<file path="src/hw/gpic_pkg.sv">
package gpic_pkg;
  // ==================================================
  // Register addresses (8-bit special-function space)
  localparam logic [7:0] ADDR_PIN_ROUTE   = 8'hA6;
  localparam logic [7:0] ADDR_ENABLE_1ST  = 8'hA8;
  localparam logic [7:0] ADDR_PRIO_LOW    = 8'hA9;
  localparam logic [7:0] ADDR_ENABLE_2ND  = 8'hB8;
  localparam logic [7:0] ADDR_PRIO_HIGH   = 8'hB9;
  localparam logic [7:0] ADDR_REQ_FLAGS   = 8'hC0;
  // ==================================================
  // Reset values
  localparam logic [7:0] RST_PIN_ROUTE    = 8'h01;
  localparam logic [7:0] RST_ZERO         = 8'h00;
  // ==================================================
  // Field positions, first enable bank
  localparam int EN0_GLOBAL   = 7;
  localparam int EN0_TIMER2   = 5;
  localparam int EN0_SERIAL   = 4;
  localparam int EN0_TIMER1   = 3;
  localparam int EN0_POWER    = 2;
  localparam int EN0_TIMER0   = 1;
  localparam int EN0_PIN      = 0;
  // Second enable bank
  localparam int EN1_RELOAD   = 7;
  localparam int EN1_TICK     = 5;
  localparam int EN1_MISC     = 4;
  localparam int EN1_WAKEPIN  = 3;
  localparam int EN1_SERDONE  = 2;
  localparam int EN1_RFEVENT  = 1;
  localparam int EN1_RFREADY  = 0;
  // Pin-route register
  localparam int PR_GPIN2     = 5;
  localparam int PR_GPIN1     = 4;
  localparam int PR_GPIN0     = 3;
  localparam int PR_TWOWIRE   = 2;
  localparam int PR_SPIM      = 1;
  localparam int PR_SPIS      = 0;
  // Request flag register positions
  localparam int RF_RELOAD    = 7;
  localparam int RF_T2OVF     = 6;
  localparam int RF_TICK      = 5;
  localparam int RF_MISC      = 4;
  localparam int RF_WAKEPIN   = 3;
  localparam int RF_SERDONE   = 2;
  localparam int RF_RFEVENT   = 1;
  localparam int RF_RFREADY   = 0;
  localparam logic [7:0] RF_AUTO_CLEAR = 8'h3E;
  localparam logic [7:0] PRIO_USED     = 8'h3F;
  localparam logic [7:0] EN0_USED      = 8'hBF;
  localparam logic [7:0] EN1_USED      = 8'hBF;
  localparam logic [7:0] PR_USED       = 8'h3F;
  // ==================================================
  // Interrupt lines, ordered by vector address
  localparam int NUM_LINES = 12;
  localparam int NUM_GROUPS = 6;
  typedef logic [15:0] gpic_vec_t;
  typedef logic [1:0]  gpic_level_t;
  typedef logic [3:0]  gpic_line_t;
  localparam gpic_vec_t VECTORS [NUM_LINES] = '{
    16'h0003, 16'h000B, 16'h0013, 16'h001B, 16'h0023, 16'h002B,
    16'h0043, 16'h004B, 16'h0053, 16'h005B, 16'h0063, 16'h006B};
  // Priority group of each line
  localparam int GROUP_OF [NUM_LINES] = '{0, 1, 2, 3, 4, 5, 0, 1, 2, 3, 4, 5};
endpackage : gpic_pkg

</file>
<file path="src/hw/gpic_arb_if.sv">
interface gpic_arb_if;
  import gpic_pkg::*;
  logic [NUM_LINES-1:0] pending;
  gpic_level_t          level [NUM_LINES];
  logic [3:0]           active_levels;
  logic                 found;
  gpic_line_t           line;
  gpic_level_t          line_level;
  modport ctrl (output pending, level, active_levels, input found, line, line_level);
  modport arb  (input pending, level, active_levels, output found, line, line_level);
endinterface : gpic_arb_if

</file>
<file path="src/hw/gpic_arbiter.sv">
module gpic_arbiter
  import gpic_pkg::*;
(
  gpic_arb_if.arb bus
);
  // ==================================================
  // Highest level first, lowest vector among equals; must exceed running levels
  logic [NUM_LINES-1:0] elig;
  logic [3:0]           running_top_mask;
  always_comb begin
    // Levels strictly above the highest running one may preempt
    running_top_mask = 4'hF;
    for (int l = 0; l < 4; l++) begin
      if (bus.active_levels[l]) begin
        running_top_mask = 4'hF << (l + 1);
      end
    end
  end
  genvar g;
  generate
    for (g = 0; g < NUM_LINES; g++) begin : g_elig
      assign elig[g] = bus.pending[g] && running_top_mask[bus.level[g]];
    end
  endgenerate
  always_comb begin
    bus.found      = 1'b0;
    bus.line       = '0;
    bus.line_level = '0;
    for (int l = 0; l < 4; l++) begin
      for (int i = NUM_LINES - 1; i >= 0; i--) begin
        if (elig[i] && bus.level[i] == l[1:0]) begin
          bus.found      = 1'b1;
          bus.line       = i[3:0];
          bus.line_level = l[1:0];
        end
      end
    end
  end
endmodule : gpic_arbiter

</file>
<file path="src/hw/gpic_controller.sv">
module gpic_controller
  import gpic_pkg::*;
(
  input  wire logic       clock,
  input  wire logic       rst,
  input  wire logic [7:0] reg_addr,
  input  wire logic       reg_wr,
  input  wire logic       reg_rd,
  input  wire logic [7:0] reg_wdata,
  output logic      [7:0] reg_rdata,
  input  wire logic [2:0] general_pin_input,
  input  wire logic       timer0_overflow_req,
  input  wire logic       timer1_overflow_req,
  input  wire logic       timer2_overflow_req,
  input  wire logic       timer2_reload_req,
  input  wire logic       serial_receive_req,
  input  wire logic       serial_transmit_req,
  input  wire logic       power_failure_req,
  input  wire logic       radio_port_ready_req,
  input  wire logic       radio_event_req,
  input  wire logic       spi_master_done_req,
  input  wire logic       spi_slave_done_req,
  input  wire logic       two_wire_done_req,
  input  wire logic       wake_on_pin_req,
  input  wire logic       crystal_started_event,
  input  wire logic       converter_ready_event,
  input  wire logic       random_ready_event,
  input  wire logic       tick_req,
  input  wire logic [3:0] wakeup_enable,
  output logic            irq_request,
  output logic     [15:0] irq_vector,
  output logic      [1:0] irq_level,
  input  wire logic       irq_ack,
  input  wire logic       irq_return,
  output logic      [3:0] irq_active_levels
);
  import gpic_pkg::*;

  // ==================================================
  // Registers
  logic [7:0] pin_route_and_serial_done_enable_reg;
  logic [7:0] irq_enable_first_bank_reg;
  logic [7:0] irq_enable_second_bank_reg;
  logic [7:0] irq_priority_low_bits_reg;
  logic [7:0] irq_priority_high_bits_reg;
  logic [7:0] request_flag_reg;
  logic [7:0] request_flag_next;
  logic [3:0] active_reg;
  logic [3:0] active_next;
  logic [15:0] vector_reg;
  logic [1:0]  level_reg;
  logic [11:0] prev_in_reg;

  // ==================================================
  // Register write decode
  // One decode shared by every write enable
  function automatic logic wr_hit(input logic       wr,
                                  input logic [7:0] addr,
                                  input logic [7:0] target);
    return wr && addr == target;
  endfunction
  logic we_pin_route;
  logic we_enable_1st;
  logic we_enable_2nd;
  logic we_prio_low;
  logic we_prio_high;
  assign we_pin_route  = wr_hit(reg_wr, reg_addr, ADDR_PIN_ROUTE);
  assign we_enable_1st = wr_hit(reg_wr, reg_addr, ADDR_ENABLE_1ST);
  assign we_enable_2nd = wr_hit(reg_wr, reg_addr, ADDR_ENABLE_2ND);
  assign we_prio_low   = wr_hit(reg_wr, reg_addr, ADDR_PRIO_LOW);
  assign we_prio_high  = wr_hit(reg_wr, reg_addr, ADDR_PRIO_HIGH);

  // ==================================================
  // Edge detection on edge-type sources
  // Previous levels reset low, the idle level of every edge source
  logic [11:0] raw_in;
  logic        pin_active;
  logic        misc_or;
  // No routed pin means no request, whatever the pin levels
  assign pin_active = |(~general_pin_input &
    {pin_route_and_serial_done_enable_reg[PR_GPIN2],
     pin_route_and_serial_done_enable_reg[PR_GPIN1],
     pin_route_and_serial_done_enable_reg[PR_GPIN0]});
  assign misc_or = crystal_started_event | converter_ready_event | random_ready_event;
  assign raw_in = {tick_req, misc_or, wake_on_pin_req, two_wire_done_req,
                   spi_master_done_req, spi_slave_done_req, radio_event_req,
                   5'h00};
  logic [11:0] toggled;
  logic [11:0] rising;
  assign toggled = raw_in ^ prev_in_reg;
  assign rising  = raw_in & ~prev_in_reg;
  logic ev_tick;
  logic ev_misc;
  logic ev_wake;
  logic ev_serdone;
  logic ev_rfevent;
  assign ev_tick    = rising[11] & wakeup_enable[3];
  assign ev_misc    = rising[10] & wakeup_enable[2];
  assign ev_wake    = rising[9] & wakeup_enable[1];
  assign ev_serdone = (toggled[8] & pin_route_and_serial_done_enable_reg[PR_TWOWIRE]) |
                      (toggled[7] & pin_route_and_serial_done_enable_reg[PR_SPIM]) |
                      (toggled[6] & pin_route_and_serial_done_enable_reg[PR_SPIS]);
  assign ev_rfevent = toggled[5] & wakeup_enable[0];

  // ==================================================
  // Request flags; hardware set wins over clears
  logic [7:0] flag_set;
  logic [7:0] flag_clr;
  logic       flag_wr;
  assign flag_wr  = wr_hit(reg_wr, reg_addr, ADDR_REQ_FLAGS);
  assign flag_set = {timer2_reload_req, timer2_overflow_req, ev_tick, ev_misc,
                     ev_wake, ev_serdone, ev_rfevent, radio_port_ready_req};
  logic [7:0] svc_clr;
  assign flag_clr = svc_clr & RF_AUTO_CLEAR;
  always_comb begin
    request_flag_next = request_flag_reg & ~flag_clr;
    if (flag_wr) begin
      request_flag_next = reg_wdata;
    end
    request_flag_next = request_flag_next | flag_set;
  end

  // ==================================================
  // Per-line pending, levels and arbitration
  gpic_arb_if arb_bus ();
  logic [NUM_LINES-1:0] line_req;
  logic [NUM_LINES-1:0] line_en;
  logic                 global_en;
  // Global enable masks the offer only; flags keep collecting
  assign global_en = irq_enable_first_bank_reg[EN0_GLOBAL];
  assign line_req = {request_flag_reg[RF_TICK], request_flag_reg[RF_MISC],
                     request_flag_reg[RF_WAKEPIN], request_flag_reg[RF_SERDONE],
                     request_flag_reg[RF_RFEVENT], request_flag_reg[RF_RFREADY],
                     request_flag_reg[RF_T2OVF] | request_flag_reg[RF_RELOAD],
                     serial_receive_req | serial_transmit_req,
                     timer1_overflow_req,
                     ~power_failure_req,
                     timer0_overflow_req,
                     pin_active};
  assign line_en = {irq_enable_second_bank_reg[EN1_TICK],
                    irq_enable_second_bank_reg[EN1_MISC],
                    irq_enable_second_bank_reg[EN1_WAKEPIN],
                    irq_enable_second_bank_reg[EN1_SERDONE],
                    irq_enable_second_bank_reg[EN1_RFEVENT],
                    irq_enable_second_bank_reg[EN1_RFREADY],
                    irq_enable_first_bank_reg[EN0_TIMER2],
                    irq_enable_first_bank_reg[EN0_SERIAL],
                    irq_enable_first_bank_reg[EN0_TIMER1],
                    irq_enable_first_bank_reg[EN0_POWER],
                    irq_enable_first_bank_reg[EN0_TIMER0],
                    irq_enable_first_bank_reg[EN0_PIN]};
  logic reload_gate;
  // Reload alone may be masked by its own bit while overflow stays on
  assign reload_gate = request_flag_reg[RF_T2OVF] |
                       (request_flag_reg[RF_RELOAD] & irq_enable_second_bank_reg[EN1_RELOAD]);
  logic [NUM_LINES-1:0] line_req_g;
  assign line_req_g = {line_req[11:6], reload_gate, line_req[4:0]};
  assign arb_bus.pending = global_en ? (line_req_g & line_en) : '0;
  assign arb_bus.active_levels = active_reg;
  genvar gi;
  generate
    for (gi = 0; gi < NUM_LINES; gi++) begin : g_level
      assign arb_bus.level[gi] = {irq_priority_high_bits_reg[GROUP_OF[gi]],
                                  irq_priority_low_bits_reg[GROUP_OF[gi]]};
    end
  endgenerate
  gpic_arbiter u_arb (
    .bus (arb_bus.arb)
  );

  // ==================================================
  // Core handshake and service tracking
  logic [3:0] ack_level_bit;
  logic [3:0] ret_level_bit;
  always_comb begin
    ack_level_bit = '0;
    ret_level_bit = '0;
    ack_level_bit[level_reg] = irq_request & irq_ack;
    // Return always ends the innermost, highest running routine
    for (int l = 0; l < 4; l++) begin
      if (active_reg[l]) begin
        ret_level_bit = '0;
        ret_level_bit[l] = irq_return;
      end
    end
  end
  assign active_next = (active_reg & ~ret_level_bit) | ack_level_bit;
  // Clear follows the vector that was acknowledged, not the new winner
  always_comb begin
    svc_clr = '0;
    if (irq_request && irq_ack) begin
      unique case (vector_reg)
        VECTORS[7]:  svc_clr[RF_RFEVENT] = 1'b1;
        VECTORS[8]:  svc_clr[RF_SERDONE] = 1'b1;
        VECTORS[9]:  svc_clr[RF_WAKEPIN] = 1'b1;
        VECTORS[10]: svc_clr[RF_MISC]    = 1'b1;
        VECTORS[11]: svc_clr[RF_TICK]    = 1'b1;
        default:     svc_clr = '0;
      endcase
    end
  end

  // ==================================================
  // Register read mux
  // Reads have no side effects; flags change by hardware events, write or service only
  logic [7:0] rdata_next;
  always_comb begin
    unique case (reg_addr)
      ADDR_PIN_ROUTE:  rdata_next = pin_route_and_serial_done_enable_reg;
      ADDR_ENABLE_1ST: rdata_next = irq_enable_first_bank_reg;
      ADDR_PRIO_LOW:   rdata_next = irq_priority_low_bits_reg;
      ADDR_ENABLE_2ND: rdata_next = irq_enable_second_bank_reg;
      ADDR_PRIO_HIGH:  rdata_next = irq_priority_high_bits_reg;
      ADDR_REQ_FLAGS:  rdata_next = request_flag_reg;
      default:         rdata_next = 8'h00;
    endcase
  end

  // ==================================================
  // Configuration registers; unused bits are dropped on write
  always_ff @(posedge clock or posedge rst) begin
    if (rst) begin
      pin_route_and_serial_done_enable_reg <= RST_PIN_ROUTE;
      irq_enable_first_bank_reg  <= RST_ZERO;
      irq_enable_second_bank_reg <= RST_ZERO;
      irq_priority_low_bits_reg  <= RST_ZERO;
      irq_priority_high_bits_reg <= RST_ZERO;
    end else begin
      if (we_pin_route) begin
        pin_route_and_serial_done_enable_reg <= reg_wdata & PR_USED;
      end
      if (we_enable_1st) begin
        irq_enable_first_bank_reg <= reg_wdata & EN0_USED;
      end
      if (we_enable_2nd) begin
        irq_enable_second_bank_reg <= reg_wdata & EN1_USED;
      end
      if (we_prio_low) begin
        irq_priority_low_bits_reg <= reg_wdata & PRIO_USED;
      end
      if (we_prio_high) begin
        irq_priority_high_bits_reg <= reg_wdata & PRIO_USED;
      end
    end
  end

  // ==================================================
  // Flags, service state and the offer to the core
  always_ff @(posedge clock or posedge rst) begin
    if (rst) begin
      request_flag_reg <= RST_ZERO;
      active_reg       <= '0;
      prev_in_reg      <= '0;
      vector_reg       <= '0;
      level_reg        <= '0;
      irq_request      <= 1'b0;
      reg_rdata        <= 8'h00;
    end else begin
      request_flag_reg <= request_flag_next;
      active_reg       <= active_next;
      prev_in_reg      <= raw_in;
      // Offer is refreshed while not being acknowledged
      irq_request      <= arb_bus.found & ~(irq_request & irq_ack);
      vector_reg       <= VECTORS[arb_bus.line];
      level_reg        <= arb_bus.line_level;
      if (reg_rd) begin
        reg_rdata <= rdata_next;
      end
    end
  end

  assign irq_vector        = vector_reg;
  assign irq_level         = level_reg;
  assign irq_active_levels = active_reg;
endmodule : gpic_controller

</file>
<file path="config.mk">
export PLATFORM = sky130hd
export DESIGN_NAME = gpic_controller
export DESIGN_NICKNAME = d
export VERILOG_FILES = /design/src/hw/gpic_pkg.sv /design/src/hw/gpic_arb_if.sv /design/src/hw/gpic_arbiter.sv /design/src/hw/gpic_controller.sv
export SDC_FILE = /design/constraint.sdc
export NUM_CORES = 1
export LEC_CHECK = 0
export BUFFER_PORTS_ARGS = -buffer_cell sky130_fd_sc_hd__buf_4
export CAP_MARGIN = 20
export CORE_MARGIN = 2
export CORE_UTILIZATION = 35
export DETAILED_ROUTE_END_ITERATION = 10
export SETUP_SLACK_MARGIN = 0.2
export SLEW_MARGIN = 30
export SYNTH_ARGS = -nofsm -noshare
export SYNTH_HDL_FRONTEND = slang
export SYNTH_HIERARCHICAL = 1
export SYNTH_SLANG_ARGS = --single-unit
export TNS_END_PERCENT = 100
</file>
<file path="constraint.sdc">
create_clock -name clock -period 2.2 [get_ports clock]
set_clock_uncertainty 0.1 [all_clocks]
set_input_delay 0.33 -clock clock [delete_from_list [all_inputs] [get_ports clock]]
set_output_delay 0.33 -clock clock [all_outputs]
set_load 0.005 [all_outputs]
</file>
# Word-level counts from Yosys, hierarchy flattened
# Memory sizes are Yosys's and may differ from the RTL's. A register that Yosys moved wholly into a read port is not among the register bits.
# Cells that the tools add are included.
# totals
mem_count,1
output_inout_bits,31
regBits,62
mem_bits_ro,256
# op_classes
order_cmp,8
muxes,163
n_reduce_logical,75
bitwise,32
eq_ne,29
# memory_table
memory,depth,width,read_ports,rd_clocked_by_memory_dff,write_ports,line,text
(name not given),16,16,1,1,0,gpic_controller.sv:264,vector_reg <= VECTORS[arb_bus.line];
# op_table
cell,n
$mux 4,52
$eq 16x7->1 const B,5
$mux 1,74
$logic_and 1x1->1,68
$mux 2,25
$eq 8x8->1 const B,6
$pmux 8 s6,1
$and 12x12->12,2
$eq 2x2->1 const B,12
$lt 2x3->1 const B,7
$bmux 1 s2,6
$eq 2x1->1 const B,6
$logic_not 2->1,6
$mux 12,1
$not 12->12,1
$and 1x1->1,10
$xor 9x9->9,1
$and 4x4->4,2
$and 8x8->8,1
$mux 8,1
$not 6->8,1
$or 8x8->8,1
$mux 6,1
$or 1x1->1,6
other kinds (10),11

# Depth between registers and ports, before layout
# Gate-level depths: netlist (run 1).
# logic_depth
depth_word,57
depth_mapped,12
mapped_depth_nobuf,12

# Hierarchy
# Netlist (run 1), hierarchy kept.
# modules_own_cells
module,seq_area_each_um2,cells_each,n_inst,area_each_um2
gpic_controller,1677.9,291,1,3246.9
gpic_arbiter,0.0,182,1,1183.6

# Least setup slack after synthesis (run 1)
# OpenSTA, ideal clock, no wires.
# synth_timing
path_type,reg2reg
startpoint,register irq_enable_first_bank_reg[7]
endpoint,register vector_reg[4] (netlist: irq_vector[4])
stages_incl_launch_ff,11
t_required_ps,1960
path_buffers,1
t_arrival_ps,2182
setup_time_ps,140
slack_ps,-222
path_cell_list,dfrtp_1 -> clkbuf_1 -> nand2_1 -> nor2_1 -> nor3b_1 -> nor4_1 -> o41ai_1 -> nand3_1 -> a211oi_1 -> nand2b_1 -> mux2i_1
# synth_lines
item,line,text
start: declaration,gpic_controller.sv:42,logic [7:0] irq_enable_first_bank_reg;
start signal: assignment,gpic_controller.sv:233,irq_enable_first_bank_reg <= reg_wdata & EN0_USED;
$mux 12 *,gpic_controller.sv:158,assign arb_bus.pending = global_en ? (line_req_g & line_en) : '0;
net arb_bus.pending[5],gpic_arb_if.sv:3,logic [NUM_LINES-1:0] pending;
$logic_and 1x1->1 *,gpic_arbiter.sv:22,assign elig[g] = bus.pending[g] && running_top_mask[bus.level[g]];
$logic_and 1x1->1,gpic_arbiter.sv:31,if (elig[i] && bus.level[i] == l[1:0]) begin
$mux 4 (36 in series),gpic_arbiter.sv:31,
$mux 4 * (6 in series),gpic_arbiter.sv:31,
net arb_bus.line[2],gpic_arb_if.sv:7,gpic_line_t line;
$not 4->5 (not written as such) *,gpic_controller.sv:264,
end: declaration,gpic_controller.sv:50,logic [15:0] vector_reg;
# The timed path passes the listed nets; every way through them passes the cells marked *.
# A chain may end at the register's enable or synchronous reset.

# Worst setup path in the final report (run 1)
# layout_timing
startpoint,register pin_route_and_serial_done_enable_reg[3]
endpoint,register vector_reg[4] (netlist: irq_vector[4])
# layout_between
elab_chain_len,44
# layout_rtl
item,line,text
start: declaration,gpic_controller.sv:41,logic [7:0] pin_route_and_serial_done_enable_reg;
start signal: assignment,gpic_controller.sv:230,pin_route_and_serial_done_enable_reg <= reg_wdata & PR_USED;
$and 3x3->3 *,gpic_controller.sv:80,assign pin_active = |(~general_pin_input &
$reduce_or 3->1 *,gpic_controller.sv:80,
$and 12x12->12 *,gpic_controller.sv:158,
$mux 12 *,gpic_controller.sv:158,
net arb_bus.pending[0],gpic_arb_if.sv:3,
$logic_and 1x1->1 *,gpic_arbiter.sv:22,
$logic_and 1x1->1,gpic_arbiter.sv:31,
$mux 4 (36 in series),gpic_arbiter.sv:31,
$mux 4 *,gpic_arbiter.sv:31,
net arb_bus.line[2],gpic_arb_if.sv:7,
$not 4->5 (not written as such) *,gpic_controller.sv:264,
# Marked as above.

==> results of run 1 <==
worst reg2reg max path, delay by kind of cell (launching register included):
kind	cells	cell delay, ns
buffers and inverters	2	0.31
AO/OA/AOI/OAI	5	1.27
AND/OR/NAND/NOR	3	0.30
flip-flops	1	0.39
multiplexers	1	0.07
report_power, final:
group	switching (W)	internal [W]	leakage (nW)
logic	0.000201	0.000211	2.26
clock network	0.000619	0.000783	0.142
registers	0.0000533	0.00129	0.855
cells in the mapped netlist (4+ instances only):
master	number	area [um2]
o21ai_0	19	95.09
or3_1	5	31.28
nand3_1	18	90.09
o31ai_1	7	52.55
buf_2	4	20.02
nor2b_1	5	31.28
nand4_1	7	43.79
o22ai_1	4	25.02
nand2b_1	11	68.82
nor2_1	27	101.4
o211ai_1	5	37.54
inv_1	18	67.56
nand3b_1	12	90.09
nand2_1	48	180.2
a211oi_1	4	30.03
clkbuf_1	4	15.01
or3b_2	4	35.03
o41ai_1	4	35.03
a211o_1	4	35.03
and3b_1	6	52.55
dfrtp_1	66	1652
nor3_1	13	65.06
xor2_1	4	35.03
mux2_2	34	382.9
and3_1	10	62.56
buf_4	12	90.09
nor4_1	4	25.02
nor3b_1	13	97.59
mux2i_1	5	50.05
a21oi_1	12	60.06
a31oi_1	9	56.30
nand4b_1	12	105.1
cell usage in the layout, fill, tap and decap left out, drive strengths merged, types with 13 or more instances in the layout:
cell type / instances
nand3: 19
inv: 20
nand2: 50
nor3: 15
dfrtp: 66
nor3b: 13
o21ai: 20
mux2: 34
buf: 210
nor2: 29
how the worst max path moves through the flow:
stage / from / to / slack [ns] / cells after the start
after floorplan: pin_route_and_serial_done_enable_reg[3]$_DFFE_PP0P_ / irq_vector[4]$_DFF_PP0_ / -0.005 / 10
after global placement: general_pin_input[0] / irq_request$_DFF_PP0_ / -0.61 / 11
after detailed placement: general_pin_input[0] / irq_vector[4]$_DFF_PP0_ / -0.57 / 13
after CTS: pin_route_and_serial_done_enable_reg[3]$_DFFE_PP0P_ / irq_vector[4]$_DFF_PP0_ / -0.36 / 11
after global routing: pin_route_and_serial_done_enable_reg[3]$_DFFE_PP0P_ / irq_request$_DFF_PP0_ / -0.50 / 10
final: pin_route_and_serial_done_enable_reg[3]$_DFFE_PP0P_ / irq_vector[4]$_DFF_PP0_ / -0.38 / 11
area by class of cell:
cell class	count	area [um2]	area share (%)
multi-input combinational	374	2754	41.55
sequential	67	1679	25.34
timing repair buffer	211	1623	24.49
clock buffer	9	225.2	3.398
tap	172	215.2	3.247
inverter	18	71.32	1.076
clock inverter	7	60.06	0.9062
kinds of logic after synthesis:
kind of cell	Yosys count	share of synthesized area (%)
AND/OR/NAND/NOR	222	30.67
flip-flops	67	37.87
XOR/XNOR	4	0.7907
AO/OA/AOI/OAI	98	15.42
buffers and inverters	41	5.309
multiplexers	39	9.771
other	2	0.1695
per-layer routing:
metal / GRT usage, % / vias up / share of wire, %
li1: - / 2178 / -
met1: 33.65 / 2263 / 45
met2: 39.03 / 176 / 46
met3: 4.930 / 27 / 7.1
met4: 8.175 / 0 / 1.9
met5: 0 / - / 0
stage by stage:
step / setup slack (ns) / area (um2) / TNS (ns)
2_1_floorplan: -0.004885 / 4536 / -0.004885
3_3_place_gp: -0.6065 / 6145 / -2.672
3_5_place_dp: -0.5745 / 6145 / -2.615
4_1_cts: -0.3625 / 6570 / -1.530
5_1_grt: -0.4953 / 6628 / -2.511
6_report: -0.3819 / 6628 / -1.823
timing repair:
item	4_1_cts	5_1_grt
buffers inserted	4	0
hold buffers	1	0
endpoints found under the hold margin	19	0
pin swaps	12	11
endpoints found under the setup margin	7	7
resized for setup	21	12
==> summary.md, run 1 <==
| Metric | Value |
|---|---|
| Status | finished, violations left |
| Failing checks | negative setup slack |
| Initial antenna violation count | 0 |
| Final worst-path cycle share | 117.4% |
| Remaining Overflow, GRT | 0 |
| DIE WIDTH | 116.5 um |
| CTS tree | done |
| Routed WL | 16.00 mm |
| Number of flops mapped to enable cells by yosys | 0 |
| Syn avg cell area | 9.367 um2 |
| Clock tree buffer depth | 2 |
| Unrepaired setup endpoints after global routing | yes |
| FMAX | 387.3 MHz |
| CP delay by family, top | compound AO/OA/AOI/OAI gates |
| Top FF cell, synth | dfrtp_1 |
| Layout Nets | 727 |
| Sequential-to-total area share from yosys stat | 37.87% |
| Worst Path Required | 2.31 ns |
| Layout cells sized above 1 | 46.50% |
| Slew @ Worst Pin | 0.5372 ns |
| First-pass GRT wire length | 24.94 mm |
| Iter 0 DRT Violations | 367 |
| Reg2Reg Setup Slack | -0.38 ns |
| Antenna viol nets, final | 0 |
| Clk slew on worst S/H paths | 0.07 ns |
| Fillers | 1142 |
| CP Data Arrival Time | 2.70 ns |
| Largest fanout on the critical path | 4 |
| Post-Layout Cell Count | 858 |
| Core area | 0.01247 mm2 |
| R2R Path End | irq_vector[4]$_DFF_PP0_ |
| Hold Path Cell Cnt | 1 |
| RD Place Congestion | 0.9198 |
| Sink Count | 67 |
| DP Wirelength | 12.63 mm |
| Synth-to-layout area growth | 49.59% |
| PortBufs | 66 |
| Post-synth cell types | 74 |
| Worst skew pair latency | 0.34 ns |
| Die ar. | 0.01357 mm2 |
| Avg WL per Cell | 18.64 um |
| Vias in the first global route | 4530 |
| Startpoint class of the critical path | flop |
| Final Hold Vio Count | 0 |
| Total power | 0.003156 W |
| Max cap viols | 0 |
| Vias | 4644 |
| # rows | 41 |
| # IOs | 77 |
| Ys Warns | 6 |
| Avg Vias per Cell | 5.413 |
| Max-slew violation count | 0 |
| Hold WS | 0.008675 ns |
| Root Buffer | clkbuf_16 |
| Largest net degree at the start of global routing | 25 |
| Reg2Reg Depth | 11 |
| Hold WC Path Type | in2reg |
| Critical path class | reg2reg |
| Initial core utilization | 35.54% |
| WP buf/inv | 2 |
| First drt pass iteration count | 5 |
| Pleak | 3.260 nW |
| Syn Std Cell Area | 0.004430 mm2 |
| Final setup violation count | 7 |
| Die height | 116.5 um |
| Peak supply drop | 0.3615 mV |
| Synth Instances | 473 |
| Num CTS Buffers | 9 |
| Slew headroom | 64.11% |
| #FFs+latches synth | 67 |
| CP Capture Type | flop |
| Htree depth | 3 |
| Power density cells | 476.1 mW/mm2 |
| DRC viols | 0 |
| Slowest cell on the critical path | dfrtp_1 |
| Final Util | 53.17% |
| Worst r2r src | pin_route_and_serial_done_enable_reg[3]$_DFFE_PP0P_ |
| Async set-reset flop share out of synthesis | 100.0% |
| Crit-path cells | a222oi_1 > buf_4 > nor2_2 > buf_6 > a31oi_2 > a31oi_1 > o21ai_0 > nand3_1 > a211oi_2 > nand2b_1 > mux2i_1 |
| Hold Crit Endpoint | prev_in_reg[9]$_DFF_PP0_ |
| All-layer global routing usage | 24.57% |
| Min Tclk post-route | 2.582 ns |
| Placed cells | 837 |
| Diode count | 0 |
| Worst hold path startpoint | wake_on_pin_req |
| Final setup margin | -0.3819 ns |
| Worst stage delay on the critical path | 0.39 ns |
Power figures use the tool's default switching activity.
==> run 2: changes to the inputs <==
Settings changed: CAP_MARGIN 20 to unset, PLACE_DENSITY set to 0.59.
==> run 2 against run 1 <==
  * The flow still finishes with violations (negative setup slack)
  * Fmax increased by 0.14%
  * Total power increased by 4.2%
  * Die area unchanged
  * Cell count increased by 1.4%
  * Non-clock buffer count increased by 12
  * Sequential share of layout area decreased by 0.90 points
  * Clock-buffer cell count unchanged
  * Register-to-register slack about the same
  * Hold slack improved by 0.057 ns
  * Global-route usage increased by 0.38 points
  * First-iteration DRC count decreased by 22%
  * Combinational power increased by 4%
==> summary.md, run 2 (synthesis results as in run 1) <==
| Metric | Value |
|---|---|
| Most frequent cells in the layout | 202 x buf_4, 65 x dfrtp_1, 45 x nand2_1 |
| Layout Nets | 739 |
| Avg Vias per Cell | 5.422 |
| Clk slew on worst S/H paths | 0.06 ns |
| Remaining Overflow, GRT | 0 |
| Die ar. | 0.01357 mm2 |
| Worst Path Required | 2.34 ns |
| Total power | 0.003289 W |
| FMAX | 387.8 MHz |
| RD Place Congestion | 0.9599 |
| Failing checks | negative setup slack |
| Final setup violation count | 7 |
| DIE WIDTH | 116.5 um |
| Vias | 4717 |
| Pleak | 3.349 nW |
| Num CTS Buffers | 9 |
| All-layer global routing usage | 24.95% |
| Htree depth | 3 |
| Largest net degree at the start of global routing | 68 |
| Core area | 0.01247 mm2 |
| Layout cells sized above 1 | 47.99% |
| Unrepaired setup endpoints after global routing | yes |
| Hold WC Path Type | in2reg |
| Diode count | 0 |
| Fillers | 1133 |
| Synth-to-layout area growth | 55.10% |
| Area after DPL | 0.006102 mm2 |
| CP Data Arrival Time | 2.72 ns |
| Slew headroom | 65.82% |
| Combined area of the multi-input logic cells | 0.002818 mm2 |
| Final worst-path cycle share | 117.2% |
| Max cap viols | 0 |
| Register area | 0.001679 mm2 |
| Initial core utilization | 35.54% |
| Routed WL | 16.00 mm |
| DRC viols | 0 |
| Min Tclk post-route | 2.578 ns |
| Initial antenna violation count | 0 |
| Peak supply drop | 0.4169 mV |
| DP Wirelength | 12.14 mm |
| Slew @ Worst Pin | 0.5088 ns |
| Startpoint class of the critical path | flop |
| Most common cell after layout, fill and taps aside | buf_4 |
| Antenna viol nets, final | 0 |
| Design Area, Final | 0.006872 mm2 |
| Max-slew violation count | 0 |
| Hold WS | 0.06604 ns |
| PortBufs | 66 |
| Root Buffer | clkbuf_16 |
| Iter 0 DRT Violations | 287 |
| Status | finished, violations left |
| # rows | 41 |
| Clock tree buffer depth | 2 |
| Setup TNS Final | -1.971 ns |
| Final Hold Vio Count | 0 |
| # IOs | 77 |
| Largest fanout on the critical path | 6 |
| First-pass GRT wire length | 25.47 mm |
| Critical path class | reg2reg |
| Dpl ws | -0.5211 ns |
| Worst skew pair latency | 0.35 ns |
| CTS tree | done |
| Die height | 116.5 um |
| First drt pass iteration count | 5 |
| CP Capture Type | flop |
| Sink Count | 67 |
| Avg WL per Cell | 18.39 um |
| Power density cells | 478.6 mW/mm2 |
| Final setup margin | -0.3784 ns |
| Vias in the first global route | 4774 |
[run 2: cell types whose count changed in the layout (fill, tap and decap cells not counted), sizes merged]
cell	previous run	this run
clkinv	4	2
clkinvlp	1	2
buf	210	216
bufinv	0	1
dlygate4sd3	1	7
[run 2: cell type report]
class	instances	area share (%)
Sequential cell	67	24.44
Multi-Input combinational cell	374	41.01
Tap cell	172	3.132
Clock buffer	9	3.277
Timing Repair Buffer	223	25.89
Inverter	18	1.038
Clock inverter	7	1.220
[run 2: final timing paths]
kind	start	end	slack [ns]	depth (start not counted)
worst max-delay path	irq_enable_first_bank_reg[7]$_DFFE_PP0P_	irq_request$_DFF_PP0_	-0.38	9
worst min-delay path	timer2_overflow_req	request_flag_reg[6]$_DFF_PP0_	0.07	2
worst max register to register	irq_enable_first_bank_reg[7]$_DFFE_PP0P_	irq_request$_DFF_PP0_	-0.38	9
worst min register to register	prev_in_reg[9]$_DFF_PP0_	request_flag_reg[3]$_DFF_PP0_	0.34	1
max in group asynchronous	rst	pin_route_and_serial_done_enable_reg[0]$_DFFE_PP1P_	1.11	4
min in group asynchronous	rst	irq_vector[6]$_DFF_PP0_	0.53	4
[run 2: worst max-delay path: stages, from the launching register on]
cell and delay (ns):
dfrtp_2 0.47, buf_6 0.16, and3_4 0.18, buf_6 0.11
and3b_2 0.23, buf_6 0.14, nor4b_4 0.34, a31oi_2 0.15
or3_1 0.41, and2_4 0.17
[run 2: timing repair]
| action | 4_1_cts | 5_1_grt |
|---|---|---|
| hold buffers | 7 | 0 |
| endpoints found under the hold margin | 26 | 0 |
| setup endpoints to repair | 7 | 7 |
| pin swaps | 21 | 13 |
| gates resized for setup | 38 | 19 |
| setup buffers | 13 | 6 |
[run 2: through the flow]
step,cells,utilization [%]
floorplan,482,-
global placement,828,48.95
detailed placement,828,48.95
CTS,864,54.17
global route,870,55.12
finish,870,55.12
[run 2: routing by layer]
layer	share of wire, %	global-route usage, %	vias to the layer above	routed length, um
met4	2.4	9.206	0	392
met5	0	0	-	0
met2	48	39.65	195	7617
li1	-	-	2205	-
met3	7.4	5.916	34	1191
met1	43	33.24	2283	6802
[run 2: report_power, final]
group / leakage, nW / internal (W) / switching (W)
Sequential: 0.855 / 0.00129 / 0.0000581
Clock: 0.149 / 0.000897 / 0.000617
Combinational: 2.34 / 0.000225 / 0.000202
Total: 3.35 / 0.00241 / 0.000877
